## src/design/tpg_pkg.sv

```systemverilog
package tpg_pkg;

    // Register byte offsets on the Wishbone slave.
    localparam logic [7:0] TPG_CTRL_ADDR   = 8'h00; // Enable, polarities, options.
    localparam logic [7:0] TPG_DIV_ADDR    = 8'h04; // Pixel clock divider.
    localparam logic [7:0] TPG_LINE_ADDR   = 8'h08; // Line sync width and waits.
    localparam logic [7:0] TPG_FRAME_ADDR  = 8'h0c; // Frame sync width and waits.
    localparam logic [7:0] TPG_SIZE_ADDR   = 8'h10; // Pixels per line, display lines per frame.
    localparam logic [7:0] TPG_PIXEL_ADDR  = 8'h14; // Pixel word to drive.
    localparam logic [7:0] TPG_STATUS_ADDR = 8'h18; // Live timing state.

    // Control register bit positions.
    localparam int TPG_CTRL_EN    = 0; // Run the generator.
    localparam int TPG_CTRL_FPOL  = 1; // Frame sync active high when set.
    localparam int TPG_CTRL_LPOL  = 2; // Line sync active high when set.
    localparam int TPG_CTRL_VPOL  = 3; // Data-valid active high when set.
    localparam int TPG_CTRL_CPOL  = 4; // Shift clock inverted when set.
    localparam int TPG_CTRL_DPOL  = 5; // Pixel data inverted when set.
    localparam int TPG_CTRL_GATE  = 6; // Stop shift clock in sync and blanking.
    localparam int TPG_CTRL_ALT   = 7; // Alternate panel variant.
    localparam int TPG_CTRL_WIDTH = 8; // Implemented control bits.

    // Reset values.
    localparam logic [TPG_CTRL_WIDTH-1:0] TPG_CTRL_RST = 8'h00;
    localparam logic [7:0]  TPG_DIV_RST   = 8'h03;
    localparam logic [31:0] TPG_LINE_RST  = 32'h0001_0101;
    localparam logic [31:0] TPG_FRAME_RST = 32'h0001_0101;
    localparam logic [31:0] TPG_SIZE_RST  = 32'h00f0_0140;

    // Fixed idle interval after the line back wait, in shift periods.
    localparam logic [1:0] TPG_IDLE_BLANK = 2'h2;
    localparam logic [1:0] TPG_IDLE_DISP  = 2'h1;
    // Gap from the idle interval to data-valid on every line, in shift periods.
    localparam logic [1:0] TPG_T10_NORM   = 2'h1;
    localparam logic [1:0] TPG_T10_ALT    = 2'h2;
    // Least delay from frame sync end to first data-valid.
    localparam logic [15:0] TPG_T4_MIN    = 16'h0002;

    // Horizontal phases of one line.
    typedef enum logic [2:0] {
        TPG_H_SYNC,
        TPG_H_BACK,
        TPG_H_IDLE,
        TPG_H_T10,
        TPG_H_ACTIVE,
        TPG_H_FRONT
    } tpg_hstate_e;

endpackage : tpg_pkg

```

## src/design/tpg_clk_div.sv

```systemverilog
`timescale 1ns/1ps

// Divides the system clock into a one-cycle shift enable every div+1 cycles.
module tpg_clk_div #(
    parameter int WIDTH = 8
) (
    input  wire logic             clock,
    input  wire logic             reset,
    input  wire logic             run,
    input  wire logic [WIDTH-1:0] div,
    output logic                  tick
);

    logic [WIDTH-1:0] cnt_q; // Cycles since the last tick.
    logic [WIDTH-1:0] cnt_d;
    logic             wrap;  // Count reached the divider value.

    assign wrap  = (cnt_q >= div);
    assign cnt_d = wrap ? '0 : cnt_q + 1'b1;
    assign tick  = run && wrap;

    // Counter is held cleared while idle so the first tick is deterministic.
    always_ff @(posedge clock or posedge reset) begin
        if (reset) begin
            cnt_q <= '0;
        end else begin
            cnt_q <= run ? cnt_d : '0;
        end
    end

endmodule : tpg_clk_div

```

## src/design/tpg_timing_gen.sv

```systemverilog
// Chosen here: the Wishbone register port and the placing of the registers.
`timescale 1ns/1ps

module tpg_timing_gen
    import tpg_pkg::*;
#(
    parameter int PIX_W = 16 // Pixel data bus width.
) (
    input  wire logic        clock,
    input  wire logic        reset,
    input  wire logic [7:0]  wb_adr_i,
    input  wire logic [31:0] wb_dat_i,
    output logic      [31:0] wb_dat_o,
    input  wire logic        wb_we_i,
    input  wire logic [3:0]  wb_sel_i,
    input  wire logic        wb_cyc_i,
    input  wire logic        wb_stb_i,
    output logic             wb_ack_o,
    output logic             wb_err_o,
    output logic             shift_clock,
    output logic             line_sync,
    output logic             frame_sync,
    output logic             data_valid,
    output logic [PIX_W-1:0] pixel_data_bus
);
    import tpg_pkg::*;

    ////////////////////////////////////////////////////////////////////////////
    // Register file.

    logic [TPG_CTRL_WIDTH-1:0] ctrl_q;  // Control bits.
    logic [7:0]                div_q;   // Pixel clock divider.
    logic [31:0]               line_q;  // [7:0] width, [15:8] back, [23:16] front.
    logic [31:0]               frame_q; // [7:0] width, [15:8] back, [23:16] front.
    logic [31:0]               size_q;  // [15:0] pixels per line, [31:16] lines.
    logic [PIX_W-1:0]          pixel_q; // Pixel word driven during data-valid.
    logic                      ack_q;   // Single-cycle acknowledge.
    logic                      err_q;   // Unmapped address answer.
    logic [31:0]               rdat_q;  // Registered read data.

    // Byte-lane merge for a 32-bit register write.
    function automatic logic [31:0] merge(input logic [31:0] old, input logic [31:0] nw,
                                          input logic [3:0] sel);
        logic [31:0] r;
        r = old;
        for (int i = 0; i < 4; i++) begin
            if (sel[i]) begin
                r[i*8 +: 8] = nw[i*8 +: 8];
            end
        end
        return r;
    endfunction : merge

    wire req      = wb_cyc_i && wb_stb_i && !ack_q && !err_q; // New access.
    wire hit_ctrl = (wb_adr_i == TPG_CTRL_ADDR);
    wire hit_div  = (wb_adr_i == TPG_DIV_ADDR);
    wire hit_line = (wb_adr_i == TPG_LINE_ADDR);
    wire hit_frm  = (wb_adr_i == TPG_FRAME_ADDR);
    wire hit_size = (wb_adr_i == TPG_SIZE_ADDR);
    wire hit_pix  = (wb_adr_i == TPG_PIXEL_ADDR);
    wire hit_stat = (wb_adr_i == TPG_STATUS_ADDR);
    wire hit_any  = hit_ctrl | hit_div | hit_line | hit_frm | hit_size | hit_pix | hit_stat;
    // Writes land on the edge that shows ack to the master, while it still holds the request.
    wire wr       = ack_q && wb_cyc_i && wb_stb_i && wb_we_i;

    logic [31:0] status_w; // Live state, assigned below.
    wire  [31:0] rmux =
        hit_ctrl ? 32'(ctrl_q) : hit_div ? 32'(div_q) : hit_line ? line_q :
        hit_frm ? frame_q : hit_size ? size_q : hit_pix ? 32'(pixel_q) :
        hit_stat ? status_w : 32'h0000_0000;
    wire  [31:0] wnew = merge(rmux, wb_dat_i, wb_sel_i); // Addressed register after the write.

    // Acknowledge one cycle after the request, drop it the cycle after.
    always_ff @(posedge clock or posedge reset) begin
        if (reset) begin
            ack_q  <= 1'b0;
            err_q  <= 1'b0;
            rdat_q <= 32'h0000_0000;
        end else begin
            ack_q  <= req && hit_any;
            err_q  <= req && !hit_any; // Unmapped addresses answer with err.
            rdat_q <= rmux;
        end
    end

    // Register writes; the status word is read-only.
    always_ff @(posedge clock or posedge reset) begin
        if (reset) begin
            ctrl_q  <= TPG_CTRL_RST;
            div_q   <= TPG_DIV_RST;
            line_q  <= TPG_LINE_RST;
            frame_q <= TPG_FRAME_RST;
            size_q  <= TPG_SIZE_RST;
            pixel_q <= '0;
        end else if (wr) begin
            if (hit_ctrl) ctrl_q  <= wnew[TPG_CTRL_WIDTH-1:0];
            if (hit_div)  div_q   <= wnew[7:0];
            if (hit_line) line_q  <= wnew;
            if (hit_frm)  frame_q <= wnew;
            if (hit_size) size_q  <= wnew;
            if (hit_pix)  pixel_q <= wnew[PIX_W-1:0];
        end
    end

    assign wb_ack_o = ack_q;
    assign wb_err_o = err_q;
    assign wb_dat_o = rdat_q;

    ////////////////////////////////////////////////////////////////////////////
    // Shift period enable.

    logic tick; // One pulse per shift-clock period.
    wire  run = ctrl_q[TPG_CTRL_EN];

    tpg_clk_div #(
        .WIDTH (8)
    ) tpg_clk_div_i (
        .clock (clock),
        .reset (reset),
        .run   (run),
        .div   (div_q),
        .tick  (tick)
    );

    ////////////////////////////////////////////////////////////////////////////
    // Field decode.

    wire [15:0] lwidth  = 16'(line_q[7:0]);
    wire [15:0] lback   = 16'(line_q[15:8]);
    wire [15:0] lfront  = 16'(line_q[23:16]);
    wire [15:0] fwidth  = 16'(frame_q[7:0]);
    wire [15:0] fback   = 16'(frame_q[15:8]);
    wire [15:0] ffront  = 16'(frame_q[23:16]);
    wire [15:0] pixels_per_line    = size_q[15:0];
    wire [15:0] ymax    = size_q[31:16];

    ////////////////////////////////////////////////////////////////////////////
    // Line and frame sequencer. Frame lines: sync, back-wait lines,
    // display lines, front-wait lines; each line runs the full horizontal
    // sequence, with the idle phase one period shorter on display lines.

    typedef enum logic [1:0] {
        TPG_V_SYNC,
        TPG_V_BACK,
        TPG_V_DISP,
        TPG_V_FRONT
    } tpg_vstate_e;

    tpg_hstate_e hs_q, hs_d;
    tpg_vstate_e vs_q, vs_d;
    logic [15:0] hcnt_q, hcnt_d; // Periods left in the current phase.
    logic [15:0] vcnt_q, vcnt_d; // Lines left in the current frame phase.
    logic        first_q, first_d; // Display line straight after frame sync (set only with no back wait).

    wire last = (hcnt_q == 16'h0000);
    // Display lines drive data-valid; the last front line is blanking anyway.
    wire disp = (vs_q == TPG_V_DISP);
    wire next_disp = (vs_d == TPG_V_DISP);

    // Advance the vertical phase at the end of a line.
    always_comb begin
        vs_d    = vs_q;
        vcnt_d  = vcnt_q;
        first_d = first_q;
        if (vcnt_q != 16'h0000) begin
            vcnt_d = vcnt_q - 16'h0001;
        end else begin
            unique case (vs_q)
                TPG_V_SYNC: begin
                    // Back-wait lines; zero falls through to display.
                    vs_d    = (fback == 16'h0000) ? TPG_V_DISP : TPG_V_BACK;
                    vcnt_d  = (fback == 16'h0000) ? ymax - 16'h0001 : fback - 16'h0001;
                    first_d = 1'b1;
                end
                TPG_V_BACK: begin
                    vs_d   = TPG_V_DISP;
                    vcnt_d = ymax - 16'h0001;
                end
                TPG_V_DISP: begin
                    vs_d   = (ffront == 16'h0000) ? TPG_V_SYNC : TPG_V_FRONT;
                    vcnt_d = (ffront == 16'h0000) ? fwidth - 16'h0001 : ffront - 16'h0001;
                end
                TPG_V_FRONT: begin
                    vs_d   = TPG_V_SYNC;
                    vcnt_d = fwidth - 16'h0001;
                end
            endcase
        end
    end

    // Horizontal phase machine, stepped once per shift period.
    always_comb begin
        hs_d   = hs_q;
        hcnt_d = hcnt_q - 16'h0001;
        if (last) begin
            unique case (hs_q)
                TPG_H_SYNC: begin
                    hs_d   = TPG_H_BACK;
                    hcnt_d = lback;
                end
                TPG_H_BACK: begin
                    hs_d   = TPG_H_IDLE;
                    // Two periods when blanking, one while displaying.
                    hcnt_d = 16'(disp ? TPG_IDLE_DISP : TPG_IDLE_BLANK) - 16'h0001;
                end
                TPG_H_IDLE: begin
                    // Extra gap before data-valid on every line; longer in the alternate variant.
                    hs_d   = TPG_H_T10;
                    hcnt_d = 16'(ctrl_q[TPG_CTRL_ALT] ? TPG_T10_ALT : TPG_T10_NORM)
                             - 16'h0001;
                end
                TPG_H_T10: begin
                    hs_d   = TPG_H_ACTIVE;
                    hcnt_d = pixels_per_line - 16'h0001;
                end
                TPG_H_ACTIVE: begin
                    hs_d   = TPG_H_FRONT;
                    hcnt_d = lfront;
                end
                TPG_H_FRONT: begin
                    hs_d   = TPG_H_SYNC;
                    hcnt_d = lwidth;
                end
                default: begin
                    hs_d   = TPG_H_SYNC;
                    hcnt_d = lwidth;
                end
            endcase
        end
    end

    wire line_end = last && (hs_q == TPG_H_FRONT);

    // Sequencer state; held at the start of a line while disabled.
    always_ff @(posedge clock or posedge reset) begin
        if (reset) begin
            hs_q    <= TPG_H_SYNC;
            vs_q    <= TPG_V_SYNC;
            hcnt_q  <= 16'h0000;
            vcnt_q  <= 16'h0000;
            first_q <= 1'b0;
        end else if (!run) begin
            hs_q    <= TPG_H_SYNC;
            vs_q    <= TPG_V_SYNC;
            hcnt_q  <= lwidth;
            vcnt_q  <= fwidth - 16'h0001;
            first_q <= 1'b0;
        end else if (tick) begin
            hs_q   <= hs_d;
            hcnt_q <= hcnt_d;
            if (line_end) begin
                vs_q    <= vs_d;
                vcnt_q  <= vcnt_d;
                first_q <= first_d && next_disp;
            end else if (hs_q == TPG_H_ACTIVE) begin
                first_q <= 1'b0;
            end
        end
    end

    ////////////////////////////////////////////////////////////////////////////
    // Panel outputs.

    wire fs_act = run && (vs_q == TPG_V_SYNC);
    wire ls_act = run && (hs_q == TPG_H_SYNC);
    wire dv_act = run && disp && (hs_q == TPG_H_ACTIVE);
    // Clock gating: stopped during frame sync or data-valid inactive.
    wire sclk_on = !ctrl_q[TPG_CTRL_GATE] || (dv_act && !fs_act);

    logic sclk_q, fs_q, ls_q, dv_q;
    logic [PIX_W-1:0] pd_q;

    // Registered outputs; the shift clock is high for one system clock of each period.
    // With a divider of zero the tick never drops, so the clock then stands high.
    always_ff @(posedge clock or posedge reset) begin
        if (reset) begin
            sclk_q <= 1'b0;
            fs_q   <= 1'b0;
            ls_q   <= 1'b0;
            dv_q   <= 1'b0;
            pd_q   <= '0;
        end else begin
            sclk_q <= run && sclk_on && tick;
            fs_q   <= fs_act ^ !ctrl_q[TPG_CTRL_FPOL];
            ls_q   <= ls_act ^ !ctrl_q[TPG_CTRL_LPOL];
            dv_q   <= dv_act ^ !ctrl_q[TPG_CTRL_VPOL];
            pd_q   <= (dv_act ? pixel_q : '0) ^ {PIX_W{ctrl_q[TPG_CTRL_DPOL]}};
        end
    end

    assign shift_clock    = sclk_q ^ ctrl_q[TPG_CTRL_CPOL];
    assign frame_sync     = fs_q;
    assign line_sync      = ls_q;
    assign data_valid     = dv_q;
    assign pixel_data_bus = pd_q;
    assign status_w = {24'h000000, first_q, dv_act, ls_act, fs_act, 1'b0, hs_q};

endmodule : tpg_timing_gen

```

## config.mk

```make
export PLATFORM = sky130hd
export DESIGN_NAME = tpg_timing_gen
export DESIGN_NICKNAME = d
export VERILOG_FILES = /design/src/design/tpg_pkg.sv /design/src/design/tpg_clk_div.sv /design/src/design/tpg_timing_gen.sv
export SDC_FILE = /design/constraint.sdc
export NUM_CORES = 1
export LEC_CHECK = 0
export BUFFER_PORTS_ARGS = -buffer_cell sky130_fd_sc_hd__buf_2
export CORE_MARGIN = 8
export CORE_UTILIZATION = 58
export DETAILED_ROUTE_END_ITERATION = 8
export PLACE_DENSITY = 0.88
export SKIP_LAST_GASP = 1
export SLEW_MARGIN = 5
export SYNTH_ARGS = -nofsm -noshare
export SYNTH_HDL_FRONTEND = slang
export SYNTH_SLANG_ARGS = --single-unit
```

## constraint.sdc

```tcl
create_clock -name clock -period 8.2 [get_ports clock]
set_input_delay 0.41 -clock clock [delete_from_list [all_inputs] [get_ports clock]]
set_output_delay 0.41 -clock clock [all_outputs]
set_load 0.01 [all_outputs]
```

=== Yosys cells after proc, flatten, opt, wreduce, memory -nomap -nowiden ===
Index checks and enable logic that the tools add are counted.

* Output and inout port bits: 54
* Bits in registers: 228
* Input port bits: 49
* Word-level logic and storage cells: 148

* Equal/unequal tests: 19
* Bitwise operators: 11
* Add/subtract/negate cells: 10
* Mux-type cells: 44
* $lt $le $gt $ge: 1
* Reduce and logical (&&, ||, !) cells: 43

{| class="wikitable"
|+ Operators with widths
! kind !! number
|-
| $mux 16 || 11
|-
| $mux 32 || 5
|-
| $pmux 16 s5 || 1
|-
| $pmux 16 s4 || 1
|-
| $sub 16x1->16 const B || 4
|-
| $mux 8 || 7
|-
| $logic_not 16->1 || 3
|-
| $sub 8x1->9 const B || 3
|-
| $eq 8x5->1 const B || 3
|-
| $logic_and 1x1->1 || 18
|-
| $reduce_and 2->1 || 9
|-
| $eq 8x4->1 const B || 2
|-
| $mux 2 || 8
|-
| $reduce_bool 16->1 || 1
|-
| $xor 16x16->16 || 1
|-
| $pmux 3 s5 || 1
|-
| $mux 3 || 3
|-
| $add 8x1->8 const B || 1
|-
| $eq 8x3->1 const B || 1
|-
| $ge 8x8->1 || 1
|-
| $logic_not 1->1 || 8
|-
| $logic_not 8->1 || 1
|-
| $pmux 2 s4 || 1
|-
| $eq 2x2->1 const B || 3
|-
| other kinds (13) || 31
|}

=== Longest topological paths before layout ===
Gate-level depths: netlist of run 1.

* Word-level depth: 11
* Depth in mapped cells: 10
* Depth with buffers taken out: 8

=== By module ===
A second synthesis of run 1 with hierarchy kept.

* Cells, all modules: 1407
* Area total of the unflattened synthesis: 12887.4 µm²

{| class="wikitable"
|+ Modules (own cells, without submodules)
! module !! instances !! cells an instance !! seq. area each (µm²) !! area an instance (µm²)
|-
| tpg_timing_gen || 1 || 1348 || 5522.8 || 12311.8
|-
| tpg_clk_div || 1 || 59 || 200.2 || 575.6
|}

=== Worst setup path after synthesis of run 1 ===
Ideal clock, no wire load.

* Path kind: reg-to-reg
* From: register div_q[0]
* To: register hcnt_q[6]
* Period minus slack after synthesis: 2.601 ns
* Path buffers: 2
* Arrival time: 2.472 ns
* Setup slack: 5.599 ns
* Data required time: 8.071 ns
* Stages on the path, launching flop included: 10
* Cells stage by stage: dfstp_2 -> ha_1 -> nand2b_1 -> a2111oi_0 -> o311ai_2 -> and2_1 -> clkbuf_1 -> clkbuf_1 -> a41oi_1 -> a31oi_1

* Longest elaborated chain between the ends: 3

{| class="wikitable"
|+ Ends and longest elaborated chain
! what !! line !! source
|-
| start: declaration || tpg_timing_gen.sv:32 || <nowiki>logic [7:0] div_q;</nowiki>
|-
| start signal: assignment || tpg_timing_gen.sv:97 || <nowiki>if (hit_div) div_q <= wnew[7:0];</nowiki>
|-
| $ge 8x8->1 || tpg_clk_div.sv:18 || <nowiki>assign wrap = (cnt_q >= div);</nowiki>
|-
| $logic_and 1x1->1 || tpg_clk_div.sv:20 || <nowiki>assign tick = run && wrap;</nowiki>
|-
| $ne 2x1->1 (no line) || - ||
|-
| end signal: assignment || tpg_timing_gen.sv:245 || <nowiki>hcnt_q <= lwidth;</nowiki>
|-
| end signal: assignment || tpg_timing_gen.sv:250 || <nowiki>hcnt_q <= hcnt_d;</nowiki>
|-
| end: declaration || tpg_timing_gen.sv:151 || <nowiki>logic [15:0] hcnt_q, hcnt_d;</nowiki>
|}

No other way between the ends.
A chain may end at the register's enable or synchronous reset.

=== Worst setup path in the final report of run 1 ===
* From: input wb_adr_i[7]
* To: register frame_q[20]

* Longest elaborated chain between the ends: 7
* Elaborated cells between the ends (all ways): 12
* Classes of those cells: eq/ne (4); mux (6); reduce/logical (2)

{| class="wikitable"
|+ Ends and longest elaborated chain
! what !! line !! source
|-
| start: declaration || tpg_timing_gen.sv:11 || <nowiki>input wire logic [7:0] wb_adr_i,</nowiki>
|-
| $eq 8x5->1 || tpg_timing_gen.sv:59 || <nowiki>wire hit_size = (wb_adr_i == TPG_SIZE_ADDR);</nowiki>
|-
| $mux 32 (2 in a row) || tpg_timing_gen.sv:69 || <nowiki>hit_frm ? frame_q : hit_size ? size_q : hit_pix ? 32'(pixel_q) :</nowiki>
|-
| $mux 32 (3 in a row) || tpg_timing_gen.sv:68 || <nowiki>hit_ctrl ? 32'(ctrl_q) : hit_div ? 32'(div_q) : hit_line ? line_q :</nowiki>
|-
| $mux 8 || tpg_timing_gen.sv:47 || <nowiki>if (sel[i]) begin</nowiki>
|-
| end signal: assignment || tpg_timing_gen.sv:99 || <nowiki>if (hit_frm) frame_q <= wnew;</nowiki>
|-
| end: declaration || tpg_timing_gen.sv:34 || <nowiki>logic [31:0] frame_q;</nowiki>
|}

Several ways; a longest one is shown, not always the timed one.

==> results.py, run 1 <==
metrics = {
    "setup_path": {
        "required_ps": 8590,
        "reg2reg_slack_ps": 4740,
        "cp_max_fo": 32,
        "endpoint_kind": "flop",
        "critPathSlowestCell": "nor4_2",
        "worst_setup_path_start_kind": "input port",
        "cp.arrival_ps": 3880,
        "cp_cell_sequence": "buf_2 -> nor4_2 -> and4_1 -> buf_4 -> and2_1 -> buf_4 -> mux2_2",
        "worst-setup-path-type": "in2reg",
        "worst_path_largest_cell_delay_ps": 1010,
        "crit_path_frequent_cell": "buf_4",
    },
    "logic_synthesis": {
        "synthFlopType": "dfrtp_1",
        "syn_avg_cell_area_sq_um": 9.88,
        "ys_seq_area_share_pct": 44.7,
        "syn_area_sq_mm": 0.0128,
        "postSynth.asyncResetShare_pct": 100,
        "synth-seq-cells": 228,
        "syn_nets": 1364,
        "ys_warn_count": 0,
        "synth_cell_type_count": 85,
        "synth_edf_count": 0,
        "synthCells": 1296,
    },
    "global_route": {
        "overflow": 0,
        "grt_max_degree": 85,
        "grt_pass1_vias": 11300,
        "grt_usage_pct": 28.9,
        "grt_antenna_before_repair": 0,
        "grt_pass1_wl_microns": 62100,
    },
    "power": {
        "vdd_drop_max_v": 0.000144,
        "finalPower_uw": 2360,
        "powerDensity_mw_per_mm2": 165,
        "power.leakage_uw": 0.00661,
    },
    "clock_network": {
        "clk_path_buf_depth": 3,
        "clkLatencyLatePin_ps": 520,
        "cts_tree": "built",
        "cts_buffers": 24,
        "hold_buffers": 1,
        "path_clk_slew_ps": 60,
        "cts_sinks": 228,
        "htree_levels": 1,
        "cts_resized": 0,
        "cts_root_buf": "clkbuf_16",
        "cts_setup_buffers": 0,
    },
    "placed_design": {
        "pre_cts_ws_ps": 4300,
        "numPortBuffers": 102,
        "gp_congestion": 0.984,
        "dp_hpwl_microns": 27400,
    },
    "route": {
        "final_antenna_net_count": 0,
        "wl_microns": 39300,
        "wl_per_cell_microns": 23.6,
        "dr.pass1.iters": 6,
        "via_per_inst": 6.78,
        "drc": 0,
        "vias": 11300,
        "dr.first_iter.drc_count": 1462,
    },
    "die": {
        "ios": 103,
        "rows": 54,
        "die_w_microns": 165,
        "core_region_area_sq_mm": 0.0218,
        "die_area_sq_mm": 0.0271,
        "start_util_pct": 58.8,
        "dieHeight_microns": 165,
    },
    "sta": {
        "maxSlewHeadroom_pct": 17.2,
        "finalHoldViolations": 0,
        "tns_ps": 0,
        "holdWs_ps": 237,
        "skew_ps": 19.1,
        "fmax_mhz": 287,
        "drv_slew": 0,
        "rsz0062_at_grt": "no",
        "setup_viol": 0,
        "fin_crit_sh_pct": 42.5,
        "worst_slew_pin_slew_ps": 1240,
        "fin_ws_ps": 4710,
        "final.min_clock_period_ps": 3490,
    },
    "finish": {
        "multi_input_area_sq_mm": 0.00663,
        "regArea_sq_mm": 0.00572,
        "nets": 1434,
        "syn_to_final_growth_pct": 11.8,
        "layout.cells.most_common": "dfrtp_1",
        "final_layout_size_suffix_gt1_share_pct": 23.8,
        "nFillCells": 1625,
        "final_cell_mix": "dfrtp_1, nand2_1, mux2_2, buf_2, nor2_1",
        "fin_util_pct": 65.8,
    },
    "run": {
        "maxCapViolCount": 0,
    },
    "outcome": {
        "run_status": "completed",
    },
    "min_path": {
        "holdCritPathClass": "in2reg",
    },
}
[area by class of cell]
class                           instances  share of cell area, %
Clock buffer                           37                   5.03
Multi-Input combinational cell        960                   46.3
Inverter                               33                  0.918
Antenna cell                            1                 0.0175
Tap cell                              280                   2.45
Timing Repair Buffer                  119                   4.47
Sequential cell                       228                   40.0
Clock inverter                          7                  0.813
[critical path: cells and delay by family]
kind	cells	cell delay [ps]
and+or+nand+nor	3	2220
muxes	1	370
buffers and inverters	3	880
[state kept, by name, summed over array words and instances (netlist names), 2 cells and up]
name and flops:
frame_q 32, line_q 32, size_q 32, wb_dat_o 32, hcnt_q 16, pixel_data_bus 16, pixel_q 16, vcnt_q 16
ctrl_q 8, div_q 8, tpg_clk_div_i.cnt_q 8, hs_q 3, vs_q 2
[final timing paths]
path	from	endpoint	depth (start not counted)
worst max-delay path	wb_adr_i[7]	frame_q[20]	7
max in group asynchronous	reset	div_q[3]	4
worst min-delay path	wb_stb_i	wb_ack_o	3
worst min register to register	line_q[27]	line_q[27]	2
min in group asynchronous	reset	vcnt_q[11]	3
worst max register to register	div_q[0]	hcnt_q[5]	7
[report_power, final]
group	internal [uW]	leakage (uW)	switching [uW]
clock network	699	0.000407	459
logic	23.2	0.00318	54.0
registers	1130	0.00302	0.486
[per-layer routing]
layer | share of wire [%] | up-vias | GRT usage (%)
met4 | 5.7 | 0 | 14.6
met1 | 38 | 5453 | 36.9
met5 | 0 | - | 0
met3 | 11 | 194 | 7.13
met2 | 46 | 757 | 45.4
li1 | - | 4882 | -
[cell families (layout without fill, tap and decap cells)]
kind of cell,after synthesis,in the layout,synth area share (%)
simple gates,436,436,16.8
compound gates,290,290,15.5
other cells,0,1,0
flops,228,228,44.7
buf+inv,108,196,3.66
fa+ha+maj,19,19,1.86
xor+xnor,62,62,4.24
mux,153,153,13.3
[synthesized netlist by cell type (19+ instances only)]
library cell	n	area, sq um
inv_1	31	116
o21ai_0	57	285
nor2_1	100	375
a31oi_1	21	131
nor3_1	28	140
xor2_1	33	289
nand3_1	20	100
ha_1	19	238
xnor2_1	29	254
nand2_1	150	563
dfrtp_1	214	5360
mux2_2	132	1490
mux2i_1	21	210
a21oi_1	68	340
clkbuf_1	42	158
[stage by stage]
| step | std cells | instance area (sq um) |
|---|---|---|
| final | 1665 | 14300 |
| after global routing | 1664 | 14300 |
| after global placement | 1619 | 13500 |
| after floorplan | 1296 | 12800 |
| after detailed placement | 1619 | 13500 |
| after CTS | 1664 | 14300 |
Note: power is estimated with default switching activity, not from simulation.
==> run 2: changes to the inputs <==
clock period = 3.51 ns   (was 8.2 ns; I/O delays follow)
==> results.py, run 2 (same netlist as run 1, synthesis figures left out) <==
metrics = {
    "global_route": {
        "grt_pass1_vias": 11300,
        "grt_usage_pct": 29.1,
        "grt_pass1_wl_microns": 62600,
        "overflow": 0,
        "grt_antenna_before_repair": 1,
        "grt_max_degree": 150,
    },
    "sta": {
        "rsz0062_at_grt": "no",
        "drv_slew": 0,
        "final.min_clock_period_ps": 3000,
        "worst_slew_pin_slew_ps": 897,
        "fin_crit_sh_pct": 85.5,
        "maxSlewHeadroom_pct": 39.4,
        "finalHoldViolations": 0,
        "skew_ps": 20.6,
        "fmax_mhz": 333,
        "setup_viol": 0,
        "fin_ws_ps": 508,
        "tns_ps": 0,
    },
    "power": {
        "seq_power_share_pct": 47.1,
        "internal_power_uw": 4310,
        "comb_power_share_pct": 3.4,
        "swShare_pct": 22.7,
        "powerDensity_mw_per_mm2": 384,
        "power.leakage_uw": 0.00673,
        "power.switching_uw": 1270,
        "vdd_drop_max_v": 0.000431,
        "finalPower_uw": 5580,
        "clockPowerShare_pct": 49.5,
    },
    "clock_network": {
        "cts_sinks": 228,
        "clk_path_buf_depth": 3,
        "cts_root_buf": "clkbuf_16",
        "clkLatencyLatePin_ps": 540,
        "cts_setup_buffers": 0,
        "path_clk_slew_ps": 70,
        "cts_tree": "built",
        "htree_levels": 1,
        "cts_buffers": 25,
    },
    "die": {
        "die_w_microns": 165,
        "ios": 103,
        "rows": 54,
        "die_area_sq_mm": 0.0271,
        "start_util_pct": 58.8,
        "core_region_area_sq_mm": 0.0218,
        "dieHeight_microns": 165,
    },
    "setup_path": {
        "worst_setup_path_start_kind": "flop",
        "worstReg2RegEnd": "hcnt_q[6]",
        "worst_path_largest_cell_delay_ps": 640,
        "critPathLaunch": "div_q[1]",
        "cp_cell_sequence": "inv_1 -> ha_1 -> a2111oi_0 -> o311ai_2 -> nand2_1 -> or4_1 -> a31oi_1",
        "endpoint_kind": "flop",
        "rr_worst_depth": 7,
        "critPathSlowestCell": "or4_1",
        "reg2reg_slack_ps": 510,
        "required_ps": 3970,
        "worst-setup-path-type": "reg2reg",
        "cp.arrival_ps": 3460,
        "cp_max_fo": 17,
        "r2r_start": "div_q[1]",
    },
    "placed_design": {
        "pre_cts_ws_ps": 590,
        "dp_hpwl_microns": 27500,
        "gp_congestion": 0.992,
        "numPortBuffers": 102,
        "place_area_sq_mm": 0.0136,
    },
    "min_path": {
        "hold_start": "wb_dat_i[24]",
        "min_to": "line_q[24]",
        "holdCritPathClass": "in2reg",
        "hold_depth": 4,
    },
    "route": {
        "wl_microns": 39600,
        "wl_per_cell_microns": 23.4,
        "drc": 0,
        "vias": 11500,
        "dr.first_iter.drc_count": 1495,
        "final_antenna_net_count": 0,
        "dr.pass1.iters": 7,
        "via_per_inst": 6.78,
    },
    "finish": {
        "final_cell_mix": "dfrtp_1, nand2_1, mux2_2, buf_2, nor2_1",
        "layout.cells.most_common": "dfrtp_1",
        "syn_to_final_growth_pct": 13.6,
        "antenna_cells": 0,
        "postLayoutCellArea_sq_mm": 0.0145,
        "fin_util_pct": 66.8,
        "final_layout_size_suffix_gt1_share_pct": 25.3,
        "nets": 1458,
        "nFillCells": 1597,
    },
    "run": {
        "maxCapViolCount": 0,
    },
    "outcome": {
        "run_status": "completed",
    },
}
-- run 2: power groups by stage --
stage / combinational [uW] / clock, uW / sequential, uW
5_1_grt: 205 / 2890 / 2630
3_5_place_dp: 180 / 0 / 2680
4_1_cts: 187 / 2780 / 2630
6_report: 188 / 2760 / 2630
2_1_floorplan: 104 / 0 / 2680
3_3_place_gp: 177 / 0 / 2680
-- run 2: worst max-delay path by stage --
stage                 to  cells after the start
3_5_place_dp     first_q                      7
5_1_grt          first_q                      8
4_1_cts          first_q                      7
2_1_floorplan  ctrl_q[0]                      1
6_report       hcnt_q[6]                      7
3_3_place_gp     first_q                      7
-- run 2: metrics by stage --
step | instances | hold slack [ps]
detailed placement | 1638 | 362
global placement | 1638 | 352
floorplan | 1296 | 364
global route | 1689 | 21.3
CTS | 1689 | 1.22
finish | 1689 | 10.1
-- run 2: critical path: cells and delay by family, from the launching register on --
kind	cells	cell delay [ps]
buffers and inverters	1	50
AO/OA/AOI/OAI	3	880
AND/OR/NAND/NOR	2	1180
flip-flops	1	540
adder cells (fa/ha/maj)	1	260
-- run 2: layout make-up --
cell class | count | area [sq um] | area share [%]
clock inverters | 15 | 171 | 1.18
flip-flops and latches | 228 | 5720 | 39.4
well taps | 280 | 350 | 2.41
inverters | 33 | 128 | 0.878
repair buffers | 142 | 848 | 5.83
multi-input cells | 960 | 6630 | 45.6
clock buffers | 31 | 688 | 4.73
-- run 2: what timing repair did --
item | CTS | global route
endpoints found under the hold margin | 138 | 0
resized for setup | 0 | 0
hold buffers | 5 | 0
-- run 2: routing by layer --
layer  wire length (microns)  vias up  global-route usage (%)
li1                        -     4941                       -
met2                   18200      751                    45.4
met1                   15000     5585                    37.3
met4                    2090        2                    13.4
met5                      12        -                       0
met3                    4250      179                    7.93
